--- src/rtl/option_cfg_pkg.sv ---
package option_cfg_pkg;

  // ****************************************
  // Stored byte values
  // ****************************************
  localparam logic [7:0] CFG0_RESET = 8'hfe; // Shipped value of config_byte_zero
  localparam logic [7:0] CFG1_RESET = 8'hef; // Shipped value of config_byte_one
  localparam logic [7:0] ERASED_BYTE = 8'hff; // Blank storage reads as all ones

  // ****************************************
  // Byte selection on the programming port
  // ****************************************
  localparam logic CFG_SEL_ZERO = 1'b0;
  localparam logic CFG_SEL_ONE = 1'b1;

  // ****************************************
  // Field positions, config_byte_zero
  // ****************************************
  localparam int RSVD0_MSB = 7;
  localparam int RSVD0_LSB = 2;
  localparam int IRQ_MAP_BIT = 1;
  localparam int LOCK_BIT = 0;

  // ****************************************
  // Field positions, config_byte_one
  // ****************************************
  localparam int CF_OFF_BIT = 7;
  localparam int OSC_MSB = 6;
  localparam int OSC_LSB = 4;
  localparam int SUP_MSB = 3;
  localparam int SUP_LSB = 2;
  localparam int WATCHDOG_HALT_RESET_BIT = 1;
  localparam int WDG_SOFT_BIT = 0;

  // ****************************************
  // Field encodings
  // ****************************************
  localparam logic [2:0] OSC_EXT_CLOCK = 3'h7;
  localparam logic [2:0] OSC_INT_RC = 3'h6;
  localparam logic [1:0] OSC_EXT_RC_HI = 2'h2; // Upper two bits only, low bit ignored
  localparam logic [2:0] OSC_LP = 3'h3;
  localparam logic [2:0] OSC_MP = 3'h2;
  localparam logic [2:0] OSC_MS = 3'h1;
  localparam logic [1:0] SUP_OFF = 2'h3;
  localparam logic [1:0] SUP_HIGH = 2'h2;
  localparam logic [1:0] SUP_MED = 2'h1;

  // ****************************************
  // Types
  // ****************************************
  typedef enum logic [6:0] {
    CLK_EXT_CLOCK = 7'h40,
    CLK_INT_RC = 7'h20,
    CLK_EXT_RC = 7'h10,
    CLK_LOW_POWER_RESONATOR = 7'h08,
    CLK_MEDIUM_POWER_RESONATOR = 7'h04,
    CLK_MEDIUM_SPEED_RESONATOR = 7'h02,
    CLK_HIGH_SPEED_RESONATOR = 7'h01
  } clk_src_t;

  typedef enum logic [3:0] {
    SUPPLY_OFF = 4'h8,
    SUPPLY_HIGH = 4'h4,
    SUPPLY_MED = 4'h2,
    SUPPLY_LOW = 4'h1
  } supply_sel_t;

  typedef enum logic [1:0] {
    ST_IDLE = 2'h1,
    ST_ERASE = 2'h2
  } state_t;

endpackage

--- src/rtl/option_field_decode.sv ---
`timescale 1ns/1ps
module option_field_decode
  import option_cfg_pkg::*;
(
  input wire logic [7:0] cfg0_i, // config_byte_zero
  input wire logic [7:0] cfg1_i, // config_byte_one
  output logic irq_port_c_on_b_o, // Port C served by vector b
  output logic readout_lock_o, // External readout blocked
  output logic clock_filter_en_o, // Clock filter active
  output clk_src_t clock_source_o, // One-hot main clock source
  output supply_sel_t supply_threshold_o, // One-hot detector setting
  output logic watchdog_halt_reset_o, // Halt with watchdog resets
  output logic watchdog_hw_en_o // Watchdog forced on
);

  // ****************************************
  // Field decode
  // ****************************************

  // Single bit fields, reserved bits ignored
  always_comb begin
    irq_port_c_on_b_o = cfg0_i[IRQ_MAP_BIT];
    readout_lock_o = cfg0_i[LOCK_BIT];
    clock_filter_en_o = ~cfg1_i[CF_OFF_BIT];
    watchdog_halt_reset_o = cfg1_i[WATCHDOG_HALT_RESET_BIT];
    watchdog_hw_en_o = ~cfg1_i[WDG_SOFT_BIT];
  end

  // Oscillator field; 10x covers both low-bit values
  always_comb begin
    if (cfg1_i[OSC_MSB -: 2] == OSC_EXT_RC_HI) begin
      clock_source_o = CLK_EXT_RC;
    end else begin
      case (cfg1_i[OSC_MSB:OSC_LSB])
        OSC_EXT_CLOCK: clock_source_o = CLK_EXT_CLOCK;
        OSC_INT_RC: clock_source_o = CLK_INT_RC;
        OSC_LP: clock_source_o = CLK_LOW_POWER_RESONATOR;
        OSC_MP: clock_source_o = CLK_MEDIUM_POWER_RESONATOR;
        OSC_MS: clock_source_o = CLK_MEDIUM_SPEED_RESONATOR;
        default: clock_source_o = CLK_HIGH_SPEED_RESONATOR;
      endcase
    end
  end

  // Supply detector field
  always_comb begin
    case (cfg1_i[SUP_MSB:SUP_LSB])
      SUP_OFF: supply_threshold_o = SUPPLY_OFF;
      SUP_HIGH: supply_threshold_o = SUPPLY_HIGH;
      SUP_MED: supply_threshold_o = SUPPLY_MED;
      default: supply_threshold_o = SUPPLY_LOW;
    endcase
  end

endmodule // option_field_decode

--- src/rtl/option_byte_config_decoder.sv ---
`timescale 1ns/1ps
module option_byte_config_decoder
  import option_cfg_pkg::*;
#(
  parameter int MEM_AW = 13, // Program memory address width
  parameter int MEM_DW = 8, // Program memory data width
  parameter int MEM_WORDS = 8192, // Words wiped on erase
  parameter bit MASK_VARIANT = 1'b0, // Factory-coded part
  parameter logic [7:0] MASK_CFG0 = CFG0_RESET, // Fixed byte zero in mask part
  parameter logic [7:0] MASK_CFG1 = CFG1_RESET // Fixed byte one in mask part
) (
  input wire logic mclk_i, // System clock
  input wire logic srst_i, // Synchronous reset, high
  // Non-volatile cells, held outside
  input wire logic [7:0] nv_cfg0_i, // Stored config_byte_zero
  input wire logic [7:0] nv_cfg1_i, // Stored config_byte_one
  input wire logic nv_blank_i, // Cells never programmed
  output logic nv_we_o, // Write pulse to cells
  output logic nv_sel_o, // Byte addressed by write
  output logic [7:0] nv_wdata_o, // Byte to store
  // Programming port, only live in programming mode
  input wire logic prog_mode_i, // Device in programming mode
  input wire logic prog_rd_i, // Read request
  input wire logic prog_wr_i, // Write request
  input wire logic prog_sel_i, // Which configuration byte
  input wire logic [7:0] prog_wdata_i, // Write data
  output logic [7:0] prog_rdata_o, // Read data
  output logic prog_rvalid_o, // Read data valid pulse
  output logic prog_busy_o, // Erase in progress
  // External readout of program memory
  input wire logic ext_rd_i, // External read request
  output logic ext_rd_grant_o, // Read allowed pulse
  output logic ext_rd_denied_o, // Read blocked pulse
  // Program memory wipe
  input wire logic [MEM_DW-1:0] mem_latch_data_i, // Currently latched values
  output logic mem_erase_we_o, // Wipe write strobe
  output logic [MEM_AW-1:0] mem_erase_addr_o, // Wipe address
  output logic [MEM_DW-1:0] mem_erase_data_o, // Wipe data
  // Decoded configuration
  output logic irq_port_c_on_b_o, // Port C on vector b
  output logic readout_lock_o, // Readout protection active
  output logic clock_filter_en_o, // Clock filter enabled
  output clk_src_t clock_source_o, // Main clock source
  output supply_sel_t supply_threshold_o, // Supply detector setting
  output logic watchdog_halt_reset_o, // Halt resets with watchdog on
  output logic watchdog_hw_en_o, // Watchdog forced on
  // Watchdog and halt
  input wire logic wdg_soft_en_i, // Software watchdog enable
  input wire logic halt_entry_i, // Halt instruction executed
  output logic watchdog_active_o, // Watchdog running
  output logic halt_reset_o // Reset request pulse
);

  // ****************************************
  // State
  // ****************************************

  typedef struct packed {
    // Sequencing and reset-time copies
    state_t fsm;
    logic busy;
    logic [7:0] shadow0;
    logic [7:0] shadow1;
    // Cell write port
    logic nv_we;
    logic nv_sel;
    logic [7:0] nv_wdata;
    // Programming read port
    logic [7:0] prog_rdata;
    logic prog_rvalid;
    // External readout answers
    logic ext_grant;
    logic ext_denied;
    // Wipe port
    logic erase_we;
    logic [MEM_AW-1:0] erase_addr;
    logic [MEM_DW-1:0] erase_data;
    // Decoded configuration
    logic irq_c_on_b;
    logic lock;
    logic filter_en;
    clk_src_t clk_src;
    supply_sel_t supply;
    logic watchdog_halt_reset_rst;
    logic wdg_hw_en;
    // Watchdog
    logic wdg_active;
    logic halt_reset;
  } state_s_t;

  // Final word of the wipe walk
  localparam logic [MEM_AW-1:0] LAST_ADDR = MEM_AW'(MEM_WORDS - 1);

  // Registered state and its next value
  state_s_t st;
  state_s_t next_st;

  // Bytes after blank and mask substitution
  logic [7:0] src0;
  logic [7:0] src1;
  logic [7:0] stored0;
  logic [7:0] stored1;

  // Field decoder results
  logic dec_irq_c_on_b;
  logic dec_lock;
  logic dec_filter_en;
  clk_src_t dec_clk_src;
  supply_sel_t dec_supply;
  logic dec_watchdog_halt_reset_rst;
  logic dec_wdg_hw_en;

  // Write qualifiers
  logic wr_ok;
  logic lock_clear;

  // ****************************************
  // Byte sources
  // ****************************************

  // Blank cells read as all ones
  always_comb begin
    stored0 = nv_blank_i ? ERASED_BYTE : nv_cfg0_i;
    stored1 = nv_blank_i ? ERASED_BYTE : nv_cfg1_i;
  end

  // Mask parts ignore the cells entirely
  always_comb begin
    src0 = MASK_VARIANT ? MASK_CFG0 : stored0;
    src1 = MASK_VARIANT ? MASK_CFG1 : stored1;
  end

  // Decode always works from the reset-time copies
  option_field_decode u_decode (
    .cfg0_i(st.shadow0),
    .cfg1_i(st.shadow1),
    .irq_port_c_on_b_o(dec_irq_c_on_b),
    .readout_lock_o(dec_lock),
    .clock_filter_en_o(dec_filter_en),
    .clock_source_o(dec_clk_src),
    .supply_threshold_o(dec_supply),
    .watchdog_halt_reset_o(dec_watchdog_halt_reset_rst),
    .watchdog_hw_en_o(dec_wdg_hw_en)
  );

  // ****************************************
  // Programming access qualifiers
  // ****************************************

  // No path without programming mode; mask parts have nothing to write
  always_comb begin
    wr_ok = prog_mode_i & prog_wr_i & ~MASK_VARIANT & (st.fsm == ST_IDLE);
    lock_clear = wr_ok & (prog_sel_i == CFG_SEL_ZERO) & stored0[LOCK_BIT]
                 & ~prog_wdata_i[LOCK_BIT];
  end

  // ****************************************
  // Next state
  // ****************************************

  always_comb begin
    // Pulses default low, everything else holds
    next_st = st;
    next_st.nv_we = 1'b0;
    next_st.prog_rvalid = 1'b0;
    next_st.ext_grant = 1'b0;
    next_st.ext_denied = 1'b0;
    next_st.erase_we = 1'b0;
    next_st.halt_reset = 1'b0;

    // Reads of the bytes, gated by programming mode only, also in mask parts and during a wipe
    if (prog_mode_i & prog_rd_i) begin
      next_st.prog_rvalid = 1'b1;
      next_st.prog_rdata = (prog_sel_i == CFG_SEL_ONE) ? src1 : src0;
    end

    // Byte write; reserved bits are stored as given
    if (wr_ok) begin
      next_st.nv_we = 1'b1;
      next_st.nv_sel = prog_sel_i;
      next_st.nv_wdata = prog_wdata_i;
    end

    // External readout; a wipe in flight also blocks it
    if (ext_rd_i) begin
      if (st.lock | (st.fsm == ST_ERASE)) begin
        next_st.ext_denied = 1'b1;
      end else begin
        next_st.ext_grant = 1'b1;
      end
    end

    // Wipe walks every word once, one word a cycle
    case (st.fsm)
      ST_IDLE: begin
        // Stored bit, not the shadow, so a second clear cannot restart a wipe
        if (lock_clear) begin
          next_st.fsm = ST_ERASE;
          next_st.erase_addr = '0;
        end
      end
      ST_ERASE: begin
        next_st.erase_we = 1'b1;
        next_st.erase_data = mem_latch_data_i;
        if (st.erase_we) begin
          if (st.erase_addr == LAST_ADDR) begin
            next_st.fsm = ST_IDLE;
            next_st.erase_we = 1'b0;
          end else begin
            next_st.erase_addr = st.erase_addr + 1'b1;
          end
        end
      end
      default: begin
        next_st.fsm = ST_IDLE;
      end
    endcase

    // Busy mirrors the wipe state so the port comes from a flop
    next_st.busy = (next_st.fsm == ST_ERASE);

    // Decoded outputs only follow the shadows, which move only at reset
    next_st.irq_c_on_b = dec_irq_c_on_b;
    next_st.lock = dec_lock;
    next_st.filter_en = dec_filter_en;
    next_st.clk_src = dec_clk_src;
    next_st.supply = dec_supply;
    next_st.watchdog_halt_reset_rst = dec_watchdog_halt_reset_rst;
    next_st.wdg_hw_en = dec_wdg_hw_en;

    // Hardware watchdog cannot be turned off by software
    next_st.wdg_active = st.wdg_hw_en | wdg_soft_en_i | st.wdg_active;

    // Halt only requests a reset while the watchdog runs
    next_st.halt_reset = halt_entry_i & st.wdg_active & st.watchdog_halt_reset_rst;

    // Reset catches the bytes; decode settles one edge after release
    if (srst_i) begin
      next_st = '0;
      next_st.fsm = ST_IDLE;
      next_st.shadow0 = src0;
      next_st.shadow1 = src1;
      next_st.clk_src = CLK_HIGH_SPEED_RESONATOR;
      next_st.supply = SUPPLY_LOW;
      next_st.lock = 1'b1; // Safe side until decode is valid
    end
  end

  // Single state register
  always_ff @(posedge mclk_i) begin
    st <= next_st;
  end

  // ****************************************
  // Outputs, all straight from flops
  // ****************************************

  // Cell write port
  assign nv_we_o = st.nv_we;
  assign nv_sel_o = st.nv_sel;
  assign nv_wdata_o = st.nv_wdata;

  // Programming read port and busy
  assign prog_rdata_o = st.prog_rdata;
  assign prog_rvalid_o = st.prog_rvalid;
  assign prog_busy_o = st.busy;

  // Readout answers
  assign ext_rd_grant_o = st.ext_grant;
  assign ext_rd_denied_o = st.ext_denied;

  // Wipe port
  assign mem_erase_we_o = st.erase_we;
  assign mem_erase_addr_o = st.erase_addr;
  assign mem_erase_data_o = st.erase_data;

  // Decoded configuration
  assign irq_port_c_on_b_o = st.irq_c_on_b;
  assign readout_lock_o = st.lock;
  assign clock_filter_en_o = st.filter_en;
  assign clock_source_o = st.clk_src;
  assign supply_threshold_o = st.supply;
  assign watchdog_halt_reset_o = st.watchdog_halt_reset_rst;
  assign watchdog_hw_en_o = st.wdg_hw_en;

  // Watchdog
  assign watchdog_active_o = st.wdg_active;
  assign halt_reset_o = st.halt_reset;

endmodule // option_byte_config_decoder

--- config.mk ---
export PLATFORM = sky130hd
export DESIGN_NAME = option_byte_config_decoder
export DESIGN_NICKNAME = d
export VERILOG_FILES = /design/src/rtl/option_cfg_pkg.sv /design/src/rtl/option_field_decode.sv /design/src/rtl/option_byte_config_decoder.sv
export SDC_FILE = /design/constraint.sdc
export NUM_CORES = 1
export LEC_CHECK = 0
export ABC_AREA = 1
export BUFFER_PORTS_ARGS = -buffer_cell sky130_fd_sc_hd__buf_2
export CORE_MARGIN = 3
export CORE_UTILIZATION = 52
export CTS_BUF_LIST = sky130_fd_sc_hd__clkbuf_4 sky130_fd_sc_hd__clkbuf_8
export DETAILED_ROUTE_END_ITERATION = 8
export HOLD_SLACK_MARGIN = 0.03
export PLACE_DENSITY = 0.81
export SETUP_SLACK_MARGIN = 0.5
export SLEW_MARGIN = 20
export SYNTH_ARGS = -nofsm -noshare
export SYNTH_HDL_FRONTEND = slang
export SYNTH_SLANG_ARGS = --single-unit
--- constraint.sdc ---
create_clock -name mclk_i -period 2.8 [get_ports mclk_i]
set_input_delay 0.28 -clock mclk_i [delete_from_list [all_inputs] [get_ports mclk_i]]
set_output_delay 0.28 -clock mclk_i [all_outputs]
set_load 0.03 [all_outputs]
# [Word level (Yosys, flattened, before mapping)]
# Index checks and enable logic that the tools add are counted.
[word_totals] input_bits=42 elab_cells=82 regBits=74
[classes] n_bitwise=17 addsub=1 muxes=19 n_eq_ne=16 reduce_logical=5
[ops] op="one-hot mux 7 bit (5 select lines)" count=1
[ops] op="two-way mux 13 bit" count=2
[ops] op="one-hot mux 13 bit (2 select lines)" count=1
[ops] op="two-way mux 8 bit" count=3
[ops] op="two-way mux 14 bit" count=1
[ops] op="adder 13 x 1 -> 13 bit, second input constant" count=1
[ops] op="equality test 13 bit, second input constant" count=1
[ops] op="one-hot mux 4 bit (3 select lines)" count=1
[ops] op="equality test 2 bit, second input constant" count=5
[ops] op="two-way mux 10 bit" count=1
[ops] op="AND 1 bit" count=8
[ops] op="equality test 3 x 2 -> 1 bit, second input constant" count=2
[ops] op="equality test 3 bit, second input constant" count=2
[ops] op="two-way mux 2 bit" count=3
[ops] op="!= test 2 bit, second input constant" count=3
[ops] op="inverter 1 bit" count=6
[ops] op="OR reduction 2 bit" count=3
[ops] op="two-way mux 5 bit" count=1
[ops] op="equality test 2 x 1 -> 1 bit, second input constant" count=2
[ops] op="two-way mux 1 bit" count=4
[ops] op="one-hot mux 2 bit (2 select lines)" count=1
[ops] op="AND reduction 4 bit" count=1
[ops] op="equality test 3 x 1 -> 1 bit, second input constant" count=1
[ops] op="bitwise OR 1 bit" count=3
[ops] op="nonzero test 2 bit" count=1

# [Logic depth before layout (Yosys ltp)]
[logic_depth] word_depth=8 mapped_depth=11

# [By module]
# Synthesis repeated with hierarchy kept, for this count alone.
[unflattened] hier_cells=482 hier_area_um2=3731.1
[modules_own_cells] mod="option_byte_config_decoder" area_each_um2=3619.7 cells_each=456 instances=1
[modules_own_cells] mod="option_field_decode" area_each_um2=111.4 cells_each=26 instances=1

# [Worst setup path before layout]
# OpenSTA, ideal clock, no wires.
[synth_path] path_kind="register to register" from="reg st[78] (netlist bit)" to="reg st, in the netlist mem_erase_addr_o[0]" period_less_slack_ps=1554 arrival_ps=1440 path_stages_with_launch=10 n_path_buf=1 setup_slack_ps=1246 required_ps=2686 cell_sequence="dfxtp_1 -> ha_1 -> nand3_2 -> nor2_2 -> nand3_2 -> nand2_2 -> nand2_4 -> buf_6 -> a21oi_1 -> nor2_1"
[synth_via] elab_chain_len=7 elab_cells_between_ends=12
[synth_rtl] element="from (decl)" line_no="option_byte_config_decoder.sv:95" source="state_s_t st;"
[synth_rtl] element="from (signal assigned)" line_no="option_byte_config_decoder.sv:251" source="st <= next_st;"
[synth_rtl] element="equality test 2 x 1 -> 1 bit" line_no="option_byte_config_decoder.sv:152, option_byte_config_decoder.sv:194"
[synth_rtl] element="AND 1 bit" line_no="option_byte_config_decoder.sv:152" source="wr_ok = prog_mode_i & prog_wr_i & ~MASK_VARIANT & (st.fsm == ST_IDLE);"
[synth_rtl] element="AND 1 bit (2 in a row)" line_no="option_byte_config_decoder.sv:153" source="lock_clear = wr_ok & (prog_sel_i == CFG_SEL_ZERO) & stored0[LOCK_BIT]"
[synth_rtl] element="AND 1 bit" line_no="option_byte_config_decoder.sv:154" source="& ~prog_wdata_i[LOCK_BIT];"
[synth_rtl] element="!= test 2 bit (no source line)"
[synth_rtl] element="AND reduction 4 bit (no source line)"
# Several ways; a longest one is shown, not always the timed one.
# A chain may end at the register's enable or synchronous reset.

# [Worst setup path in the final report]
[layout_path] from="reg st[78] (netlist bit)" to="reg st, in the netlist mem_erase_addr_o[8]"
# The elaborated chain is that of the path after synthesis.

==> flow_results.org <==
** Clocking
- H-tree levels :: 3
- TritonCTS clock tree :: built
- After clock tree synthesis, the clock-pin slew on the worst setup and hold paths is 0.08 ns.
- Counting every sink on the clock net gives 74.
- Buffer depth of the longest clock path :: 2
- The cell sitting at the root of the clock tree is a clkbuf_8.
- # Post-CTS Setup Buffers :: 0
- Clock latency on the worst-skew pair, taken at its later pin, is 0.34 ns.
- Number of buffers inserted during clock tree synthesis :: 9

** Critical path
- STA classifies the critical path endpoint as a flop.
- The cell family contributing the most delay on the critical path is simple AND/OR/NAND/NOR gates.
- The critical path is of the reg -> reg type.
- The slowest stage of the critical path is the ha_1 cell.
- The critical path goes through inv_1, ha_1, clkinv_1, nand2_1, nand2_4, nand2_4, nand2_1, a21oi_1.
- STA puts the critical path data required time at 3.06 ns.
- Data arrives at the worst endpoint at 2.26 ns.
- Across all register-to-register paths, the minimum setup slack is 0.80 ns.
- Slowest Stage Delay on Critical Path :: 0.38 ns
- Largest fanout of any net on the critical path :: 13
- Critical Path Start Type :: flop
- Counting both buffers and inverters, the worst setup path holds a total of 2.

** Synthesis
- Yosys printed 0 warnings.
- Total standard cell area after synthesis :: 3350 um^2
- The biggest area contributor in the post-synthesis netlist is dfxtp_1.
- When the netlist entered floorplanning its net count stood at ~470.
- Ranked by instance count, the synthesized netlist is headed by dfxtp_1, nand2_1, nor2_1.
- Of all flip-flops after synthesis, the portion carrying an async set or reset was 0%.
- Number of library cell types mapped by synthesis :: 34
- Synth top area cells :: dfxtp_1, buf_4, edfxtp_1
- The share of the Yosys chip area taken by registers is 47.3%.
- Count leader, synth :: dfxtp_1
- The synthesized design devotes to its leading area cell type 38.3% of total area.
- Gate Count Post-Synth :: 420
- Each instance of the synthesized netlist takes up on average about 8 um^2.
- Primary FF master, synth :: dfxtp_1
- Number of enable flip-flop cells after synthesis :: 10
- The synthesized design contains 74 register bits.

** Die
- In this run the standard cell core region covers about 6100 um^2.
- Standard-cell row count :: 28
- The floorplan step defined a die boundary enclosing 7430 um^2.
- Horizontal die dimension :: 86.2 um
- Once the floorplan was initialized, standard cells occupied 55.2% of the core.
- Number of top-level pins :: 104
- The floorplan step set the die height to 86.2 um.

** Cells and area
- For this run, the post-layout net count is roughly 520.
- The repair_antennas step left the layout with diodes totalling 0.
- Fill cells in the final layout number 543.
- P&R area growth vs syn :: 11.6%
- Fraction of final layout cells with drive strength greater than 1 :: 29.2%
- Fin util :: 61.6%

** Global routing
- For this run, the total global-route usage over all layers was measured as 19.2%.
- Initial antenna violation count :: 0
- The number of global-route vias before repair was roughly 2.5k.
- The first global-routing pass estimated 11.4 mm of wire.
- Leftover overflow at the end of global routing :: 0
- Maximum number of pins on one net before global-route repair :: 37

** STA
- Worst hold-check slack :: approximately 0.16 ns
- For the final routed database, the setup TNS stands at 0 ns.
- Of the available clock period, the critical path in the final layout requires 71.4%.
- On the final layout, the worst clock skew is 0.00766 ns.
- For the pin with the worst max-slew slack, the measured transition is 0.894 ns.
- Number of max-slew violations in the final report :: 0
- RSZ-0062 raised after global routing :: false
- The number of hold violations in the final report is 0.
- Crit path time final :: 2.00 ns
- Final setup fails :: 0
- Static timing analysis puts the maximum clock frequency at 500 MHz.
- Max-Slew Margin vs Limit :: 40.3%

** Routing
- The detailed router put a total of around 3 mm of wire on met1.
- DRT antenna net count :: 0
- Signal routing reaches up to met4.
- Drt wl/cell :: 12.5 um
- The first detailed-routing pass ran for 4 iterations.
- Number of vias in the routed layout :: 2785
- The routed design uses 3.19 mm of met2 wire.
- In this run, the number of DRC markers left after iteration 0 of detailed routing was 163.
- After detailed routing, the number of remaining DRC violations is 0.
- Amount of wire on met3 after detailed routing :: 582 um
- Post-DR vias/cell :: 5.03
- Sum of routed wire length over all layers :: 6.95 mm

** Hold path
- The min-delay analysis places its worst path in the category in -> reg.

** Place
- Gpl congestion :: ~0.9
- Buffers placed on the I/O ports in this run total 103.
- Estimated wirelength of the detail-placed design :: 4.99 mm

** Pwr
- Summed over all cells, the static leakage comes to 1.80 nW.
- IR analysis of the VDD net gives a maximum drop of between 0.0003 and 0.0004 V.
- Dividing total power by cell area gives a power density of 627 nW/um^2.

** Job
- Across the run, the number of max-cap violations was 0.

** Run status
- Outcome :: finished, final reports clean
==> placed cells by master (no fill, tap or decap), types with 3 or more instances in the layout <==
| master | count |
|---|---|
| a21oi_1 | 25 |
| buf_2 | 103 |
| clkbuf_8 | 11 |
| dfxtp_1 | 64 |
| edfxtp_1 | 10 |
| ha_1 | 3 |
| inv_1 | 40 |
| nand2_1 | 63 |
| nand2_2 | 3 |
| nand2_4 | 3 |
| nand3_1 | 21 |
| nand4_1 | 6 |
| nor2_1 | 56 |
| nor3_1 | 6 |
| o21ai_0 | 32 |
| or2_2 | 5 |
==> kinds of logic after synthesis <==
| family | Yosys count | share of synthesized area, % |
|---|---|---|
| and+or+nand+nor | 171 | 23.1 |
| AOI/OAI and AO/OA | 67 | 11.0 |
| adders and majority gates | 3 | 1.12 |
| buffers and inverters | 105 | 17.5 |
| DFF | 74 | 47.3 |
==> report_power, final <==
part | switching [W] | internal (W) | leakage (nW) | total, W
Sequential | 0.0000309 | 0.00114 | 0.623 | 0.00117
Clock | 0.000385 | 0.000379 | 0.0958 | 0.000764
Combinational | 0.000286 | 0.000120 | 1.08 | 0.000407
==> what timing repair did <==
item / in CTS / in global routing
hold buffers: 0 / 0
endpoints found under the setup margin: 0 / 1
resized for setup: 0 / 1
==> registers in the layout, summed over array words and instances (netlist names), 4 cells and up <==
| register | flops |
|---|---|
| clock_source_o | 7 |
| nv_wdata_o | 8 |
| supply_threshold_o | 4 |
| prog_rdata_o | 8 |
| mem_erase_data_o | 8 |
| st | 12 |
| mem_erase_addr_o | 13 |
==> layer usage <==
metal / vias up / track usage, %
met5: - / 0
met3: 9 / 5.32
met4: 0 / 9.35
li1: 1402 / -
met2: 107 / 30.3
met1: 1267 / 24.3
==> layout make-up <==
cell class                 count  area [um^2]  share of cell area (%)
clock buffer                  12          159                    4.25
clock inverter                 4         26.3                   0.704
inverter                      44          165                    4.42
multi-input combinational    241         1190                    31.8
sequential                    74         1580                    42.3
tap                           75         93.8                    2.51
timing repair buffer         104          523                    14.0
==> metrics by stage <==
step	worst slack (ns)	area [um^2]	power [W]	std cells
global route	0.529	3730	0.00244	554
global placement	0.814	3540	0.00158	538
detailed placement	0.754	3540	0.00160	538
CTS	0.732	3730	0.00236	554
finish	0.800	3730	0.00234	554
floorplan	1.25	3350	0.00153	420
==> final timing paths <==
check                 startpoint                               end  cells after the start
max reg2reg    st[78]$_SDFF_PP1_  mem_erase_addr_o[8]$_SDFFE_PP0P_                      8
min          mem_latch_data_i[1]  mem_erase_data_o[1]$_SDFFE_PP0P_                      3
max            st[78]$_SDFF_PP1_  mem_erase_addr_o[8]$_SDFFE_PP0P_                      8
min reg2reg     st[61]$_DFFE_PP_       watchdog_hw_en_o$_SDFF_PP0_                      1
==> worst min-delay path, cell delays in order <==
cell and delay, ns:
buf_2 0.08, nor2_1 0.03, nor2_1 0.08
Note: power is estimated with default switching activity, not from simulation.
